**config.mk**
```make
export PLATFORM = sky130hd
export DESIGN_NAME = bcr_channel_regs
export DESIGN_NICKNAME = d
export VERILOG_FILES = /design/src/logic/bcr_pkg.sv /design/src/logic/bcr_channel_regs.sv /design/src/logic/bcr_ramp.sv
export SDC_FILE = /design/constraint.sdc
export NUM_CORES = 1
export LEC_CHECK = 0
export BUFFER_PORTS_ARGS = -buffer_cell sky130_fd_sc_hd__buf_2
export CORE_UTILIZATION = 25
export DETAILED_ROUTE_END_ITERATION = 7
export RECOVER_POWER = 100
export SLEW_MARGIN = 20
export SYNTH_ARGS = -nofsm -noshare
export SYNTH_HDL_FRONTEND = slang
export SYNTH_HIERARCHICAL = 1
export SYNTH_SLANG_ARGS = --single-unit
export TNS_END_PERCENT = 100
```
**constraint.sdc**
```tcl
create_clock -name sys_clk -period 14.3 [get_ports sys_clk]
set_input_delay 2.86 -clock sys_clk [delete_from_list [all_inputs] [get_ports sys_clk]]
set_output_delay 2.86 -clock sys_clk [all_outputs]
set_load 0.005 [all_outputs]
```
**src/logic/bcr_pkg.sv**
```systemverilog
`default_nettype none
package bcr_pkg;

	// register offsets
	localparam logic [7:0] OFS_RAMP_ON    = 8'h20;
	localparam logic [7:0] OFS_PWR_SLEW   = 8'h21;
	localparam logic [7:0] OFS_OCP        = 8'h22;
	localparam logic [7:0] OFS_VMAX       = 8'h23;
	localparam logic [7:0] OFS_SEL_MODES  = 8'h24;
	localparam logic [7:0] OFS_POINT_A    = 8'h25;
	localparam logic [7:0] OFS_POINT_B    = 8'h26;

	// field positions inside the 8-bit registers
	localparam int FALL_LSB   = 4;
	localparam int RISE_LSB   = 1;
	localparam int ON_BIT     = 0;
	localparam int PDN_LSB    = 4;
	localparam int PUP_LSB    = 1;
	localparam int PDOFF_BIT  = 0;
	localparam int SEL_BIT    = 4;
	localparam int MODEB_LSB  = 2;
	localparam int MODEA_LSB  = 0;

	// values after reset
	localparam logic [2:0] SLEW_RESET  = 3'h4;
	localparam logic [3:0] OCP_RESET   = 4'h9;
	localparam logic [7:0] VMAX_CODE   = 8'hbe;
	localparam logic [7:0] VOUT_RESET  = 8'h64;
	localparam logic [1:0] MODE_RESET  = 2'h3;

	// voltage code range, 10 mV per code
	localparam logic [7:0] VCODE_MIN   = 8'h1e;
	localparam logic [7:0] VCODE_MAX   = 8'hbe;

	// slew code limits and special codes
	localparam logic [2:0] SLEW_TOP_FALL  = 3'h4;
	localparam logic [2:0] SLEW_TOP_RISE  = 3'h5;
	localparam logic [2:0] SLEW_IMMEDIATE = 3'h7;

	// over-current threshold in tenths of an ampere
	localparam logic [3:0] OCP_RESERVED = 4'h0;
	localparam logic [3:0] OCP_DISABLE  = 4'hf;
	localparam logic [7:0] OCP_BASE_DA  = 8'h41;
	localparam logic [7:0] OCP_STEP_DA  = 8'h0a;

	// mode encodings
	localparam logic [1:0] MODE_PFM      = 2'h0;
	localparam logic [1:0] MODE_PWM_FULL = 2'h1;
	localparam logic [1:0] MODE_PWM_SHED = 2'h2;
	localparam logic [1:0] MODE_AUTO     = 2'h3;

	// timing: slew step intervals derived from the 40 MHz clock
	localparam int CLK_PERIOD_PS = 25000;
	localparam int US_PS         = 1000000;
	localparam int CYC_PER_US    = US_PS / CLK_PERIOD_PS;
	localparam logic [8:0] CYC_8US = 9'(8 * CYC_PER_US);
	localparam logic [8:0] CYC_4US = 9'(4 * CYC_PER_US);
	localparam logic [8:0] CYC_2US = 9'(2 * CYC_PER_US);
	localparam logic [8:0] CYC_1US = 9'(1 * CYC_PER_US);

	// software-visible register contents
	typedef struct packed {
		logic [2:0] fall_change_slew;
		logic [2:0] rise_change_slew;
		logic       channel_on;
		logic [2:0] power_down_slew;
		logic [2:0] power_up_slew;
		logic       switch_node_pulldown_off;
		logic [3:0] overcurrent_threshold_code;
		logic       operating_point_select;
		logic [1:0] point_b_mode;
		logic [1:0] point_a_mode;
		logic [7:0] point_a_voltage_code;
		logic [7:0] point_b_voltage_code;
	} bcr_regs_t;

	localparam bcr_regs_t REGS_RESET = '{
		fall_change_slew:           SLEW_RESET,
		rise_change_slew:           SLEW_RESET,
		channel_on:                 1'b0,
		power_down_slew:            SLEW_RESET,
		power_up_slew:              SLEW_RESET,
		switch_node_pulldown_off:   1'b0,
		overcurrent_threshold_code: OCP_RESET,
		operating_point_select:     1'b0,
		point_b_mode:               MODE_RESET,
		point_a_mode:               MODE_RESET,
		point_a_voltage_code:       VOUT_RESET,
		point_b_voltage_code:       VOUT_RESET
	};

	// start-up values from the configuration pin
	typedef struct packed {
		logic       channel_on;
		logic       operating_point_select;
		logic [1:0] point_b_mode;
		logic [1:0] point_a_mode;
		logic [7:0] point_a_voltage_code;
	} bcr_configuration_pin_t;

	// decoded operating mode, one-hot
	typedef struct packed {
		logic force_pfm;
		logic force_pwm_full;
		logic force_pwm_shed;
		logic auto_mode;
	} bcr_mode_t;

endpackage
`default_nettype wire

```
**src/logic/bcr_channel_regs.sv**
```systemverilog
// Contract
// [RULE1] falling change slew codes 0-4, rest reserved
// [RULE2] rising change slew adds 40 mV/us code
// [RULE3] bit 0 enables channel, resets off
// [RULE4] shut-down ramps at its slew; 7 is immediate
// [RULE5] start-up ramps at its slew, codes 0-5
// [RULE6] switch node pulled down while off unless disabled
// [RULE7] threshold 6.5 A plus 1 A/code; F disables
// [RULE8] max voltage code is read-only, reads 0xbe
// [RULE9] voltage code 0x1e..0xbe in 10 mV steps
// [RULE10] out-of-range point A voltage writes are dropped
// [RULE11] selector picks point A or point B
// [RULE12] two-bit mode: pfm, pwm full, pwm shed, auto
// [RULE13] configuration pin preloads fields when enabled
// [RULE14] point A voltage resets to 1.0 V
// [RULE15] point B voltage at 0x26, same rules
// [RULE16] voltage changes ramp at matching direction slew
`default_nettype none
module bcr_channel_regs
	import bcr_pkg::*;
#(
	parameter logic [6:0] DEV_ADDR = 7'h2a // arbitrary bus address
)
(
	input  wire logic       sys_clk,
	input  wire logic       rst_n,
	input  wire logic       scl_i,
	input  wire logic       sda_i,
	output logic            sda_o,
	output logic            sda_oe_n,
	input  wire logic       configuration_pin_pin_en,
	input  wire bcr_configuration_pin_t  configuration_pin_init,
	output logic            channel_enable,
	output logic            regulating,
	output logic            ramping,
	output logic      [7:0] vout_code,
	output logic            switch_node_pulldown,
	output bcr_mode_t       active_mode,
	output logic      [3:0] overcurrent_threshold_code,
	output logic      [7:0] ocp_limit_deci_amps,
	output logic            ocp_limit_off
);
	typedef enum logic [3:0] {
		I_IDLE      = 4'b0000,
		I_ADDR      = 4'b0001,
		I_ADDR_ACK  = 4'b0010,
		I_PTR       = 4'b0011,
		I_PTR_ACK   = 4'b0100,
		I_WDATA     = 4'b0101,
		I_WDATA_ACK = 4'b0110,
		I_RDATA     = 4'b0111,
		I_RDATA_ACK = 4'b1000
	} bcr_istate_t;

	typedef struct packed {
		bcr_regs_t   regs;
		logic        loaded;
		logic [2:0]  scl_s;
		logic [2:0]  sda_s;
		bcr_istate_t st;
		logic [3:0]  cnt;
		logic [7:0]  rxsh;
		logic [7:0]  txsh;
		logic [7:0]  ptr;
		logic        rw;
		logic        nack;
		logic        drive_low;
	} bcr_state_t;

	bcr_state_t q_ff;
	bcr_state_t nxt_q;
	logic [7:0] target_code;

	function automatic logic in_range(input logic [7:0] v);
		in_range = (v >= VCODE_MIN) && (v <= VCODE_MAX); // [RULE9]
	endfunction

	// register read view; reserved bits and unmapped offsets read 0
	function automatic logic [7:0] reg_rd(input bcr_regs_t r,
		input logic [7:0] a);
		reg_rd = 8'h00;
		case (a)
			OFS_RAMP_ON:
			begin
				reg_rd[FALL_LSB +: 3] = r.fall_change_slew;
				reg_rd[RISE_LSB +: 3] = r.rise_change_slew;
				reg_rd[ON_BIT] = r.channel_on;
			end
			OFS_PWR_SLEW:
			begin
				reg_rd[PDN_LSB +: 3] = r.power_down_slew;
				reg_rd[PUP_LSB +: 3] = r.power_up_slew;
				reg_rd[PDOFF_BIT] = r.switch_node_pulldown_off;
			end
			OFS_OCP:
				reg_rd[3:0] = r.overcurrent_threshold_code;
			OFS_VMAX:
				reg_rd = VMAX_CODE; // [RULE8]
			OFS_SEL_MODES:
			begin
				reg_rd[SEL_BIT] = r.operating_point_select;
				reg_rd[MODEB_LSB +: 2] = r.point_b_mode;
				reg_rd[MODEA_LSB +: 2] = r.point_a_mode;
			end
			OFS_POINT_A:
				reg_rd = r.point_a_voltage_code;
			OFS_POINT_B:
				reg_rd = r.point_b_voltage_code;
			default:
				reg_rd = 8'h00;
		endcase
	endfunction

	// register write; unmapped and read-only offsets are ignored
	function automatic bcr_regs_t reg_wr(input bcr_regs_t r,
		input logic [7:0] a, input logic [7:0] d);
		reg_wr = r;
		case (a)
			OFS_RAMP_ON:
			begin
				reg_wr.fall_change_slew = d[FALL_LSB +: 3]; // [RULE1]
				reg_wr.rise_change_slew = d[RISE_LSB +: 3]; // [RULE2]
				reg_wr.channel_on = d[ON_BIT]; // [RULE3]
			end
			OFS_PWR_SLEW:
			begin
				reg_wr.power_down_slew = d[PDN_LSB +: 3]; // [RULE4]
				reg_wr.power_up_slew = d[PUP_LSB +: 3]; // [RULE5]
				reg_wr.switch_node_pulldown_off = d[PDOFF_BIT]; // [RULE6]
			end
			OFS_OCP:
				reg_wr.overcurrent_threshold_code = d[3:0]; // [RULE7]
			OFS_SEL_MODES:
			begin
				reg_wr.operating_point_select = d[SEL_BIT]; // [RULE11]
				reg_wr.point_b_mode = d[MODEB_LSB +: 2]; // [RULE12]
				reg_wr.point_a_mode = d[MODEA_LSB +: 2]; // [RULE12]
			end
			OFS_POINT_A:
				if (in_range(d))
					reg_wr.point_a_voltage_code = d; // [RULE10]
			OFS_POINT_B:
				if (in_range(d))
					reg_wr.point_b_voltage_code = d; // [RULE15]
			default:
				reg_wr = r; // includes the max voltage code, [RULE8]
		endcase
	endfunction

	function automatic bcr_mode_t mode_decode(input logic [1:0] m);
		mode_decode = '0;
		unique case (m)
			MODE_PFM:      mode_decode.force_pfm = 1'b1; // [RULE12]
			MODE_PWM_FULL: mode_decode.force_pwm_full = 1'b1;
			MODE_PWM_SHED: mode_decode.force_pwm_shed = 1'b1;
			MODE_AUTO:     mode_decode.auto_mode = 1'b1;
		endcase
	endfunction

	// serial slave: sample on scl rise, change sda on scl fall
	always_comb
	begin
		logic scl;
		logic scl_q;
		logic sda;
		logic sda_q;
		logic rise;
		logic fall;
		logic [7:0] rd;
		nxt_q = q_ff;
		scl = q_ff.scl_s[1];
		scl_q = q_ff.scl_s[2];
		sda = q_ff.sda_s[1];
		sda_q = q_ff.sda_s[2];
		rise = scl && !scl_q;
		fall = !scl && scl_q;
		rd = reg_rd(q_ff.regs, q_ff.ptr);
		nxt_q.scl_s = {q_ff.scl_s[1:0], scl_i};
		nxt_q.sda_s = {q_ff.sda_s[1:0], sda_i};
		if (scl && scl_q && !sda && sda_q)
		begin
			// start or repeated start restarts address phase
			nxt_q.st = I_ADDR;
			nxt_q.cnt = 4'h0;
			nxt_q.drive_low = 1'b0;
		end
		else if (scl && scl_q && sda && !sda_q)
		begin
			nxt_q.st = I_IDLE;
			nxt_q.drive_low = 1'b0;
		end
		else
		begin
			unique case (q_ff.st)
				I_IDLE:
					nxt_q.cnt = 4'h0;
				I_ADDR, I_PTR, I_WDATA:
					if (rise)
					begin
						nxt_q.rxsh = {q_ff.rxsh[6:0], sda};
						nxt_q.cnt = q_ff.cnt + 4'h1;
					end
					else if (fall && q_ff.cnt == 4'h8)
					begin
						nxt_q.cnt = 4'h0;
						nxt_q.drive_low = 1'b1;
						if (q_ff.st == I_ADDR)
						begin
							nxt_q.rw = q_ff.rxsh[0];
							if (q_ff.rxsh[7:1] == DEV_ADDR)
								nxt_q.st = I_ADDR_ACK;
							else
							begin
								// not ours: stay off the wire
								nxt_q.st = I_IDLE;
								nxt_q.drive_low = 1'b0;
							end
						end
						else if (q_ff.st == I_PTR)
						begin
							nxt_q.ptr = q_ff.rxsh;
							nxt_q.st = I_PTR_ACK;
						end
						else
						begin
							nxt_q.regs = reg_wr(q_ff.regs, q_ff.ptr,
								q_ff.rxsh);
							nxt_q.ptr = q_ff.ptr + 8'h01;
							nxt_q.st = I_WDATA_ACK;
						end
					end
				I_ADDR_ACK, I_PTR_ACK, I_WDATA_ACK:
					if (fall)
					begin
						nxt_q.cnt = 4'h0;
						nxt_q.drive_low = 1'b0;
						if (q_ff.st == I_ADDR_ACK && q_ff.rw)
						begin
							nxt_q.txsh = rd;
							nxt_q.drive_low = !rd[7];
							nxt_q.st = I_RDATA;
						end
						else if (q_ff.st == I_ADDR_ACK)
							nxt_q.st = I_PTR;
						else
							nxt_q.st = I_WDATA;
					end
				I_RDATA:
					if (rise)
						nxt_q.cnt = q_ff.cnt + 4'h1;
					else if (fall && q_ff.cnt == 4'h8)
					begin
						// release for the master's acknowledge
						nxt_q.drive_low = 1'b0;
						nxt_q.ptr = q_ff.ptr + 8'h01;
						nxt_q.cnt = 4'h0;
						nxt_q.st = I_RDATA_ACK;
					end
					else if (fall)
					begin
						nxt_q.txsh = {q_ff.txsh[6:0], 1'b0};
						nxt_q.drive_low = !q_ff.txsh[6];
					end
				I_RDATA_ACK:
					if (rise)
						nxt_q.nack = sda;
					else if (fall && q_ff.nack)
						nxt_q.st = I_IDLE;
					else if (fall)
					begin
						nxt_q.txsh = rd;
						nxt_q.drive_low = !rd[7];
						nxt_q.st = I_RDATA;
					end
			endcase
		end
		// one-shot preload in the first clock after reset release
		if (!q_ff.loaded)
		begin
			nxt_q.loaded = 1'b1;
			if (configuration_pin_pin_en) // [RULE13]
			begin
				nxt_q.regs.channel_on = configuration_pin_init.channel_on;
				nxt_q.regs.operating_point_select =
					configuration_pin_init.operating_point_select;
				nxt_q.regs.point_b_mode = configuration_pin_init.point_b_mode;
				nxt_q.regs.point_a_mode = configuration_pin_init.point_a_mode;
				if (in_range(configuration_pin_init.point_a_voltage_code))
					nxt_q.regs.point_a_voltage_code =
						configuration_pin_init.point_a_voltage_code;
			end
		end
	end

	// all state in one register; reset gives the documented values
	always_ff @(posedge sys_clk or negedge rst_n)
	begin
		if (!rst_n)
		begin
			q_ff <= '0;
			q_ff.regs <= REGS_RESET; // [RULE14] [RULE15]
			q_ff.scl_s <= 3'h7;
			q_ff.sda_s <= 3'h7;
			q_ff.st <= I_IDLE;
		end
		else
			q_ff <= nxt_q;
	end

	// selected operating point drives the ramp target and the mode
	assign target_code = q_ff.regs.operating_point_select ?
		q_ff.regs.point_b_voltage_code :
		q_ff.regs.point_a_voltage_code; // [RULE11]
	assign active_mode = mode_decode(q_ff.regs.operating_point_select ?
		q_ff.regs.point_b_mode : q_ff.regs.point_a_mode); // [RULE11]

	bcr_ramp u_ramp (
		.sys_clk          (sys_clk),
		.rst_n            (rst_n),
		.channel_on       (q_ff.regs.channel_on),
		.target_code      (target_code),
		.rise_change_slew (q_ff.regs.rise_change_slew),
		.fall_change_slew (q_ff.regs.fall_change_slew),
		.power_up_slew    (q_ff.regs.power_up_slew),
		.power_down_slew  (q_ff.regs.power_down_slew),
		.vout_code        (vout_code),
		.regulating       (regulating),
		.ramping          (ramping)
	);

	// open drain: only ever pulls low
	assign sda_o = 1'b0;
	assign sda_oe_n = !q_ff.drive_low;
	assign channel_enable = q_ff.regs.channel_on; // [RULE3]
	// pull-down only once the ramp has fully finished shutting down
	assign switch_node_pulldown = !regulating &&
		!q_ff.regs.switch_node_pulldown_off; // [RULE6]
	assign overcurrent_threshold_code = q_ff.regs.overcurrent_threshold_code;
	assign ocp_limit_off = (overcurrent_threshold_code == OCP_DISABLE);
	// reserved code 0 and disable both report zero amps
	assign ocp_limit_deci_amps =
		(overcurrent_threshold_code == OCP_RESERVED || ocp_limit_off) ?
		8'h00 : OCP_BASE_DA + OCP_STEP_DA *
		({4'h0, overcurrent_threshold_code} - 8'h01); // [RULE7]

endmodule
`default_nettype wire

```
**src/logic/bcr_ramp.sv**
```systemverilog
`default_nettype none
module bcr_ramp
	import bcr_pkg::*;
(
	input  wire logic       sys_clk,
	input  wire logic       rst_n,
	input  wire logic       channel_on,
	input  wire logic [7:0] target_code,
	input  wire logic [2:0] rise_change_slew,
	input  wire logic [2:0] fall_change_slew,
	input  wire logic [2:0] power_up_slew,
	input  wire logic [2:0] power_down_slew,
	output logic      [7:0] vout_code,
	output logic            regulating,
	output logic            ramping
);
	typedef enum logic [1:0] {
		RS_OFF  = 2'b00,
		RS_UP   = 2'b01,
		RS_ON   = 2'b10,
		RS_DOWN = 2'b11
	} bcr_rstate_t;

	typedef struct packed {
		bcr_rstate_t st;
		logic [7:0]  code;
		logic [8:0]  tick;
	} bcr_ramp_t;

	bcr_ramp_t q_ff;
	bcr_ramp_t nxt_q;

	// reserved codes fall back to the reset rate rather than stalling
	function automatic logic [2:0] legal(input logic [2:0] c,
		input logic [2:0] top);
		legal = (c > top) ? SLEW_RESET : c;
	endfunction

	function automatic logic [8:0] slew_cycles(input logic [2:0] c);
		case (c)
			3'h0: slew_cycles = CYC_8US;
			3'h1: slew_cycles = CYC_4US;
			3'h2: slew_cycles = CYC_2US;
			default: slew_cycles = CYC_1US;
		endcase
	endfunction

	// codes per step: 10, 20 or 40 mV
	function automatic logic [7:0] slew_step(input logic [2:0] c);
		case (c)
			3'h4: slew_step = 8'h02;
			3'h5: slew_step = 8'h04;
			default: slew_step = 8'h01;
		endcase
	endfunction

	// next ramp state: step toward goal, then sequence start-up/shut-down
	always_comb
	begin
		logic [7:0] goal;
		logic [2:0] rate;
		logic [7:0] step;
		logic [7:0] diff;
		logic       at_goal;
		nxt_q = q_ff;
		goal = (q_ff.st == RS_ON || q_ff.st == RS_UP) ? target_code : 8'h00;
		rate = SLEW_RESET;
		if (q_ff.st == RS_UP)
			rate = legal(power_up_slew, SLEW_TOP_RISE); // [RULE5]
		else if (q_ff.st == RS_DOWN)
			rate = legal(power_down_slew, SLEW_TOP_FALL); // [RULE4]
		else if (q_ff.code < goal)
			rate = legal(rise_change_slew, SLEW_TOP_RISE); // [RULE2] [RULE16]
		else
			rate = legal(fall_change_slew, SLEW_TOP_FALL); // [RULE1] [RULE16]
		step = slew_step(rate);
		at_goal = (q_ff.code == goal);
		diff = (q_ff.code < goal) ? goal - q_ff.code : q_ff.code - goal;
		if (at_goal || q_ff.st == RS_OFF)
			nxt_q.tick = 9'h000;
		else if (q_ff.tick >= slew_cycles(rate) - 9'h001)
		begin
			nxt_q.tick = 9'h000;
			if (q_ff.code < goal)
				nxt_q.code = q_ff.code + ((diff < step) ? diff : step);
			else
				nxt_q.code = q_ff.code - ((diff < step) ? diff : step);
		end
		else
			nxt_q.tick = q_ff.tick + 9'h001;
		unique case (q_ff.st)
			RS_OFF:
				if (channel_on)
					nxt_q.st = RS_UP; // [RULE3]
			RS_UP:
				if (!channel_on)
					nxt_q.st = RS_DOWN;
				else if (at_goal)
					nxt_q.st = RS_ON;
			RS_ON:
				if (!channel_on)
					nxt_q.st = RS_DOWN;
			RS_DOWN:
				if (channel_on)
					nxt_q.st = RS_UP;
				else if (at_goal)
					nxt_q.st = RS_OFF;
		endcase
		// immediate power-down skips the ramp entirely
		if (!channel_on && power_down_slew == SLEW_IMMEDIATE) // [RULE4]
		begin
			nxt_q.st = RS_OFF;
			nxt_q.code = 8'h00;
			nxt_q.tick = 9'h000;
		end
	end

	always_ff @(posedge sys_clk or negedge rst_n)
	begin
		if (!rst_n)
			q_ff <= '{st: RS_OFF, code: 8'h00, tick: 9'h000};
		else
			q_ff <= nxt_q;
	end

	assign vout_code  = q_ff.code;
	assign regulating = (q_ff.st != RS_OFF);
	assign ramping    = (q_ff.st == RS_UP) || (q_ff.st == RS_DOWN) ||
		(q_ff.st == RS_ON && q_ff.code != target_code);

endmodule
`default_nettype wire

```
==> results of run 1 <==
==> per-stage QoR <==
stage	power [mW]	instance area, µm²	instances
after floorplan	0.861	7790	855
after global placement	1.01	8280	1247
after detailed placement	1.02	8280	1247
after CTS	1.28	8580	1263
after global routing	1.35	8420	1263
final	1.25	8420	1263
==> synth_stat cells (4+ instances only) <==
| master | count | share of area [%] |
|---|---|---|
| a222oi_1 | 4 | 0.51 |
| a22o_1 | 4 | 0.45 |
| nand4_1 | 14 | 1.1 |
| xnor2_1 | 16 | 1.8 |
| and3_1 | 7 | 0.56 |
| xor2_1 | 12 | 1.3 |
| o22ai_1 | 6 | 0.48 |
| buf_4 | 14 | 1.3 |
| fa_1 | 4 | 1.0 |
| a21oi_1 | 52 | 3.3 |
| a31oi_1 | 9 | 0.72 |
| nand2b_1 | 12 | 0.96 |
| mux2_1 | 13 | 1.9 |
| buf_2 | 13 | 0.83 |
| mux2i_1 | 13 | 1.7 |
| clkbuf_1 | 27 | 1.3 |
| and3b_1 | 4 | 0.45 |
| or3_1 | 5 | 0.40 |
| or3b_2 | 8 | 0.90 |
| mux2_2 | 33 | 4.8 |
| nand2_1 | 71 | 3.4 |
| nor3_1 | 7 | 0.45 |
| dfstp_2 | 22 | 7.4 |
| o21ai_0 | 43 | 2.8 |
| and2_1 | 8 | 0.64 |
| a22oi_1 | 8 | 0.77 |
| a221oi_1 | 6 | 0.67 |
| o21bai_1 | 4 | 0.39 |
| nor2b_1 | 7 | 0.56 |
| a21o_1 | 15 | 1.4 |
| nand3b_1 | 15 | 1.4 |
| nor2_1 | 60 | 2.9 |
| dfrtp_1 | 77 | 25 |
| nand3_1 | 31 | 2.0 |
| inv_1 | 53 | 2.6 |
| o211ai_1 | 8 | 0.77 |
| ha_1 | 53 | 8.5 |
==> placed cells by master (no fill, tap or decap), drive strengths merged, types with 4 or more instances in the layout <==
master	instances
and2	8
nand4	15
nand2b	14
mux2	49
dfrtp	77
a221oi	7
a222oi	4
a21o	15
nand3	32
xor2	12
nor2b	7
xnor2	16
o22ai	6
o211ai	10
dfstp	22
nand2	73
a31oi	9
a22oi	8
nor3	7
ha	53
o21ai	47
fa	4
and3b	4
a2111oi	4
a22o	4
or3	5
mux2i	13
inv	59
nor2	61
o21bai	4
and3	7
a31o	4
a211oi	4
clkbuf	31
nand3b	15
a21oi	54
nor4	5
or3b	8
buf	29
==> report_power, final <==
group	internal, mW	switching [mW]
logic	0.254	0.347
clock network	0.125	0.128
registers	0.316	0.0792
==> layout make-up <==
cell class / count / area (µm²) / share of cell area [%]
multi-input cells: 646 / 4680 / 55.6
clock buffers: 9 / 225 / 2.67
clock inverters: 7 / 78.8 / 0.936
well taps: 396 / 495 / 5.88
flip-flops and latches: 99 / 2500 / 29.8
inverters: 55 / 206 / 2.45
repair buffers: 51 / 230 / 2.73
==> layer usage <==
layer | global-route usage [%] | vias up | routed length, µm
li1 | - | 3102 | -
met1 | 19.4 | 3217 | 10000
met2 | 20.7 | 177 | 9290
met3 | 2.60 | 23 | 1130
met4 | 3.35 | 0 | 295
met5 | 0 | - | 0
==> worst max-delay path by stage <==
stage,start,cells past startpoint,to
5_1_grt,u_ramp/q_ff[17],33,u_ramp/vout_code[7]
4_1_cts,u_ramp/q_ff[17],33,u_ramp/vout_code[7]
6_report,u_ramp/q_ff[17],33,u_ramp/vout_code[7]
3_5_place_dp,u_ramp/q_ff[17],33,u_ramp/vout_code[7]
2_1_floorplan,u_ramp/q_ff[17],35,u_ramp/vout_code[7]
3_3_place_gp,u_ramp/q_ff[17],33,u_ramp/vout_code[7]
==> flip-flops by register name, summed over array words and instances (netlist names) <==
signal,count
q_ff,71
u_ramp/q_ff,11
u_ramp/vout_code,8
nxt_q,4
overcurrent_threshold_code,4
channel_enable,1
==> logic make-up after synthesis <==
group           Yosys count  share of synthesized area, %
compound gates          216                          19.5
xor+xnor                 28                          3.15
fa+ha+maj                57                          9.54
buf+inv                 110                          6.18
flops                    99                          32.1
mux                      62                          8.90
other cells               2                        0.0964
simple gates            281                          20.5
==> impl_metrics.ini, run 1 <==
[run_status]
status = finished, violations left
violations = max-capacitance violations, max-slew violations

[critical_path]
cp-start-kind = flop
cp_slowest_cell = o31ai_1
cp_max_fo = 9
r2r-end = u_ramp/vout_code[7]
r2r_cells = 33
crit_family = compound AO/OA/AOI/OAI gates
crit_required_ns = 14.59
critPathArrivalTime_ns = 8.65
endpoint_kind = flop
cp_num_buf_inv = 4
cpPeakStageDelay_ns = 0.66
cp_common_cell = ha_1
critPathKind = reg2reg
r2r_slack_ns = 5.95
r2r_start = u_ramp/q_ff[17]

[hold_path]
hold_start = nxt_q[36]
hold_path_depth = 0
min_to = nxt_q[37]
hold_path.class = reg2reg

[yosys]
syn_inst = 855
synth.distinct_cells = 101
synth_edf_count = 0
synthesis.area_per_instance_um2 = 9.11
synth_seq_cells = 99
synth-async-reset-ratio_pct = 100
ys_seq_area_share_pct = 32.1
netlist_area_um2 = 7790
synthesis.nets = 931
synth_ff_type = dfrtp_1
yosys_warnings = 6

[final_layout]
drive_above_1_share_pct = 14.6
fillers = 3306
diodes = 0
utilization_pct = 27.5
final_nets = 938
areaGrowthSynthToFinish_pct = 8.04

[timing]
worst_slack_ns = 5.95
clock_skew_ns = 0.00948
setup_viol = 0
fin_crit_sh_pct = 58.4
setup_tns_ns = 0
min_period_ns = 8.35
fmax_mhz = 120
worst_pin_slew_ns = 2.94
rsz0062_at_grt = no
maxSlewViolCount = 102
timing_hold_violations_final = 0
whs_ns = 0.362
relSlewSlack_pct = -96.2

[floorplanning]
rows = 64
die_area_um2 = 31900
coreArea_um2 = 30600
ios = 50
die_h_um = 179
start_util_pct = 25.5
fp.dieW_um = 179

[grt]
grt_first_pass_wirelength_um = 33700
antenna_found_initial = 0
grt.overflow.total = 0
grt_max_degree = 57
grt_util_all_layers_pct = 13.6
grt_pass1_vias = 6116

[cts]
cts_tree = done
h-tree-depth = 3
insertion_delay_ns = 0.37
cts_hold_buf = 0
cts-resized-gates = 0
clock_path_buffers = 2
clock-sinks = 99
clk_pin_slew_worst_paths_ns = 0.08
cts_root_buf = clkbuf_16
cts_setup_buffers = 0
cts-buffers-inserted = 9

[place]
dp_hpwl_um = 15200
pre_cts_slack_ns = 6.29
port_buffers = 48
gp_congestion = 0.864

[routing]
drt_wl_total_um = 20700
vias = 6519
drc_errors = 0
first_pass_iters = 6
post_drt_wl_per_cell_um = 16.4
drtAntennaViolNets = 0
drtIter0Drc = 565
drt-vias-per-instance = 5.16

[power]
leakagePower_nw = 3.73
worst_ir_drop_vdd_mv = 0.0627
powerDensity_nw_per_um2 = 148

[flow_run]
cap_violations = 2
Power figures use the tool's default switching activity.
==> inputs of run 2 (changes only) <==
- clock period: 14.3 -> 7.3 ns (I/O delays scaled with it)
==> run 2 against run 1 <==
  * The run still ends with max-capacitance violations, max-slew violations left
  * Flip-flop and latch count stayed put
  * First-iteration DRC count is 7.1% higher
  * Maximum frequency is 22% higher
  * Total power is 110% higher
  * Sequential power is 96% higher
  * Worst setup slack worse by 5.5 ns
  * Largest cell class unchanged
  * Non-clock buffer count is 13 higher
  * Critical path depth is 1 lower
  * Register-to-register slack worse by 5.5 ns
  * Global-route usage is 0.37 points higher
  * Clock power is 110% higher
  * Cell count is 1.0% higher
==> impl_metrics.ini, run 2 (synthesized netlist as in run 1, its figures left out) <==
[grt]
grt_util_all_layers_pct = 13.9
grt_max_degree = 55
grt.overflow.total = 0
grt_pass1_vias = 6230
antenna_found_initial = 0
grt_first_pass_wirelength_um = 34500

[final_layout]
final_cell_mix = dfrtp_1, nand2_1, nor2_1
areaGrowthSynthToFinish_pct = 9.76
largest_register = q_ff
final_common_cell = dfrtp_1
final_nets = 951
drive_above_1_share_pct = 16.5
largest_reg_flops = 71
diodes = 0
utilization_pct = 28.0

[floorplanning]
rows = 64
die_h_um = 179
ios = 50
coreArea_um2 = 30600
start_util_pct = 25.5
fp.dieW_um = 179
die_area_um2 = 31900

[routing]
drtAntennaViolNets = 0
vias = 6505
drtIter0Drc = 605
drt-vias-per-instance = 5.10
drc_errors = 0
first_pass_iters = 5
post_drt_wl_per_cell_um = 16.9
drt_wl_total_um = 21600

[power]
worst_ir_drop_vdd_mv = 0.123
leakagePower_nw = 3.79
total_power_mw = 2.58
powerDensity_nw_per_um2 = 302

[timing]
worst_slack_ns = 0.429
worst_pin_slew_ns = 3.41
min_period_ns = 6.87
setup_tns_ns = 0
maxSlewViolCount = 128
timing_hold_violations_final = 0
relSlewSlack_pct = -133
fin_crit_sh_pct = 94.1
setup_viol = 0
fmax_mhz = 146
clock_skew_ns = 0.0114

[critical_path]
r2r_cells = 32
endpoint_kind = flop
cp_slowest_cell = fa_2
crit_required_ns = 7.60
critPathArrivalTime_ns = 7.17
cp_common_cell = ha_1
critPathKind = reg2reg
cpPeakStageDelay_ns = 0.44
cp_max_fo = 8
cp-start-kind = flop

[run_status]
violations = max-capacitance violations, max-slew violations
status = finished, violations left

[hold_path]
hold_path.class = reg2reg
hold_path_depth = 0

[cts]
h-tree-depth = 3
insertion_delay_ns = 0.37
cts_root_buf = clkbuf_16
clock-sinks = 99
cts-buffers-inserted = 9
clock_path_buffers = 2
cts_tree = done
cts_hold_buf = 0
clk_pin_slew_worst_paths_ns = 0.08

[place]
port_buffers = 48
gp_congestion = 0.878
pre_cts_slack_ns = 0.113
dp_hpwl_um = 15700

[flow_run]
cap_violations = 4
## run 2: changes by cell type in the layout (fill, tap and decap cells not counted), sizes merged
cell	previous run	this run
clkbuf	31	33
clkinv	3	2
bufinv	0	1
buf	29	40
## run 2: layer usage
metal	GRT usage (%)	wire, µm
met1	19.8	10300
met2	21.2	9630
met3	3.01	1410
met4	3.35	307
met5	0	0
## run 2: critical path: cells and delay by family (launching register included)
family          cells  cell delay [ns]
compound gates     12             2.18
fa+ha+maj           5             1.56
buf+inv             4             0.51
flops               1             0.38
mux                 2             0.40
simple gates        9             1.78
## run 2: through the flow
stage	hold slack, ns	area, µm²	cells
CTS	0.361	8680	1274
finish	0.365	8550	1276
detailed placement	0.349	8360	1258
global route	0.368	8550	1276
floorplan	0.345	7790	855
global placement	0.348	8360	1258
## run 2: report_power, final
group          total (mW)  switching (mW)  internal [mW]
Combinational        1.28           0.715          0.567
Sequential          0.773           0.155          0.618
Clock               0.527           0.250          0.276
## run 2: final timing paths
check / start / endpoint / slack, ns
worst min register to register: nxt_q[36] / nxt_q[37] / 0.36
worst max register to register: u_ramp/q_ff[18] / u_ramp/vout_code[7] / 0.43
worst min-delay path: nxt_q[36] / nxt_q[37] / 0.36
min in group asynchronous: rst_n / u_ramp/vout_code[2] / 1.87
worst max-delay path: u_ramp/q_ff[18] / u_ramp/vout_code[7] / 0.43
max in group asynchronous: rst_n / q_ff[68] / 1.45
## run 2: cell type report
type | count | area [µm²]
fillers | 3307 | 22000
multi-input cells | 646 | 4710
flip-flops and latches | 99 | 2500
well taps | 396 | 495
repair buffers | 64 | 317
clock buffers | 9 | 225
inverters | 55 | 206
clock inverters | 7 | 92.6
## run 2: what timing repair did
item,in CTS,in global routing
resized for setup,0,10
setup buffers,0,2
setup endpoints to repair,0,1
==> inputs of run 3 (changes only) <==
- PLACE_DENSITY: unset -> 0.39
==> run 3 against run 2 <==
  * The flow still finishes with violations (max-capacitance violations, max-slew violations)
  * Flip-flop and latch count unchanged
  * Register-to-register slack gained 0.14 ns
  * Clock skew grew 0.0018 ns
  * Worst hold slack got worse by 0.0025 ns
  * Worst setup slack better by 0.14 ns
  * Wire length grew 8.7%
  * Combinational power barely moved
  * Maximum frequency increased by 2.1%
  * Count of clock-buffer cells in the layout up 3
  * Via count shrank 1.2%
  * Largest cell class unchanged
==> impl_metrics.ini, run 3 (synthesized netlist as in run 1, its figures left out) <==
[grt]
grt_first_pass_wirelength_um = 37300
grt_max_degree = 60
grt_pass1_vias = 6341
grt_util_all_layers_pct = 15.5
grt.overflow.total = 0
antenna_found_initial = 0

[place]
dp_cells = 1257
port_buffers = 48
gp_congestion = 0.832
pre_cts_slack_ns = 0.00964
dp_hpwl_um = 17100

[critical_path]
cp_max_fo = 6
r2r-end = u_ramp/vout_code[7]
r2r_start = u_ramp/q_ff[17]
r2r_slack_ns = 0.57
crit_required_ns = 7.60
critPathArrivalTime_ns = 7.03
cp-start-kind = flop
cp_slowest_cell = or4_1
cpPeakStageDelay_ns = 0.39
r2r_cells = 34
critPathKind = reg2reg
endpoint_kind = flop

[floorplanning]
die_area_um2 = 31900
ios = 50
die_h_um = 179
rows = 64
coreArea_um2 = 30600
fp.dieW_um = 179
start_util_pct = 25.5

[routing]
drt-vias-per-instance = 5.03
drtAntennaViolNets = 0
drtIter0Drc = 377
drc_errors = 0
vias = 6429
first_pass_iters = 5
post_drt_wl_per_cell_um = 18.4
drt_wl_total_um = 23500

[power]
total_power_mw = 2.60
powerDensity_nw_per_um2 = 303
leakagePower_nw = 3.81
worst_ir_drop_vdd_mv = 0.155

[timing]
maxSlewViolCount = 128
relSlewSlack_pct = -133
worst_slack_ns = 0.570
worst_pin_slew_ns = 3.41
clock_skew_ns = 0.0132
rsz0062_at_grt = no
fin_crit_sh_pct = 92.2
setup_tns_ns = 0
timing_hold_violations_final = 0
min_period_ns = 6.73
setup_viol = 0
fmax_mhz = 149

[cts]
cts_root_buf = clkbuf_16
cts_tree = done
clk_pin_slew_worst_paths_ns = 0.08
cts_hold_buf = 0
clock-sinks = 99
cts-buffers-inserted = 9
clock_path_buffers = 2
insertion_delay_ns = 0.37
h-tree-depth = 3

[final_layout]
final_nets = 954
fin_cells = 1279
drive_above_1_share_pct = 17.2
diodes = 0
areaGrowthSynthToFinish_pct = 9.99
largest_reg_flops = 71
final_common_cell = dfrtp_1
fillers = 3298
utilization_pct = 28.0
final_cell_mix = dfrtp_1, nand2_1, nor2_1
largest_register = q_ff

[hold_path]
hold_start = nxt_q[39]
hold_path.class = reg2reg
min_to = nxt_q[40]
hold_path_depth = 0

[run_status]
status = finished, violations left
violations = max-capacitance violations, max-slew violations

[flow_run]
cap_violations = 4
==> run 3: cell count changes in the layout (fill, tap and decap cells not counted), moves of 2 or more <==
cell      before  now
clkbuf_8       0    2
buf_4         11   15
clkbuf_2       0    2
and2_1         8    6
==> run 3: repair_timing <==
action                                 in CTS  in global routing
pin swaps                                   0                  7
setup endpoints to repair                   1                  3
endpoints found under the hold margin       0                  0
setup buffers                               0                  6
gates resized for setup                     3                 13
gates cloned                                0                  0
==> run 3: final cells by class <==
cell class | count | area, µm² | area share (%)
Inverter | 55 | 206 | 2.41
Timing Repair Buffer | 67 | 345 | 4.03
Tap cell | 396 | 495 | 5.78
Clock buffer | 12 | 256 | 2.99
Clock inverter | 4 | 31.3 | 0.365
Sequential cell | 99 | 2510 | 29.2
Multi-Input combinational cell | 646 | 4730 | 55.2
==> run 3: worst max-delay path by stage <==
stage	startpoint	endpoint	cells after the start
6_report	u_ramp/q_ff[17]	u_ramp/vout_code[7]	34
5_1_grt	u_ramp/q_ff[17]	u_ramp/vout_code[7]	34
4_1_cts	u_ramp/q_ff[17]	u_ramp/vout_code[7]	34
3_5_place_dp	u_ramp/q_ff[17]	u_ramp/vout_code[7]	34
3_3_place_gp	u_ramp/q_ff[17]	u_ramp/vout_code[7]	34
2_1_floorplan	u_ramp/q_ff[17]	u_ramp/vout_code[7]	35
==> run 3: through the flow <==
stage	area (µm²)	hold WS (ns)
finish	8570	0.362
global route	8570	0.368
CTS	8650	0.358
detailed placement	8350	0.347
global placement	8350	0.346
floorplan	7790	0.345
==> run 3: worst max-delay path, delay by kind of cell (launching register included) <==
family / cells / cell delay [ns]
mux: 2 / 0.41
compound gates: 12 / 2.10
fa+ha+maj: 6 / 1.63
buf+inv: 5 / 0.48
simple gates: 9 / 1.64
flops: 1 / 0.38
==> run 3: where the power goes <==
group	switching, mW	total (mW)	internal (mW)
clock network	0.249	0.503	0.254
logic	0.727	1.31	0.584
registers	0.165	0.783	0.618
==> run 3: metal layers <==
layer	share of wire [%]	track usage [%]	wire length [µm]	vias to the layer above
li1	-	-	-	3144
met1	50	21.8	11800	3155
met2	45	24.5	10700	113
met3	2.8	1.96	653	17
met4	1.6	4.41	369	0
met5	0	0	0	-
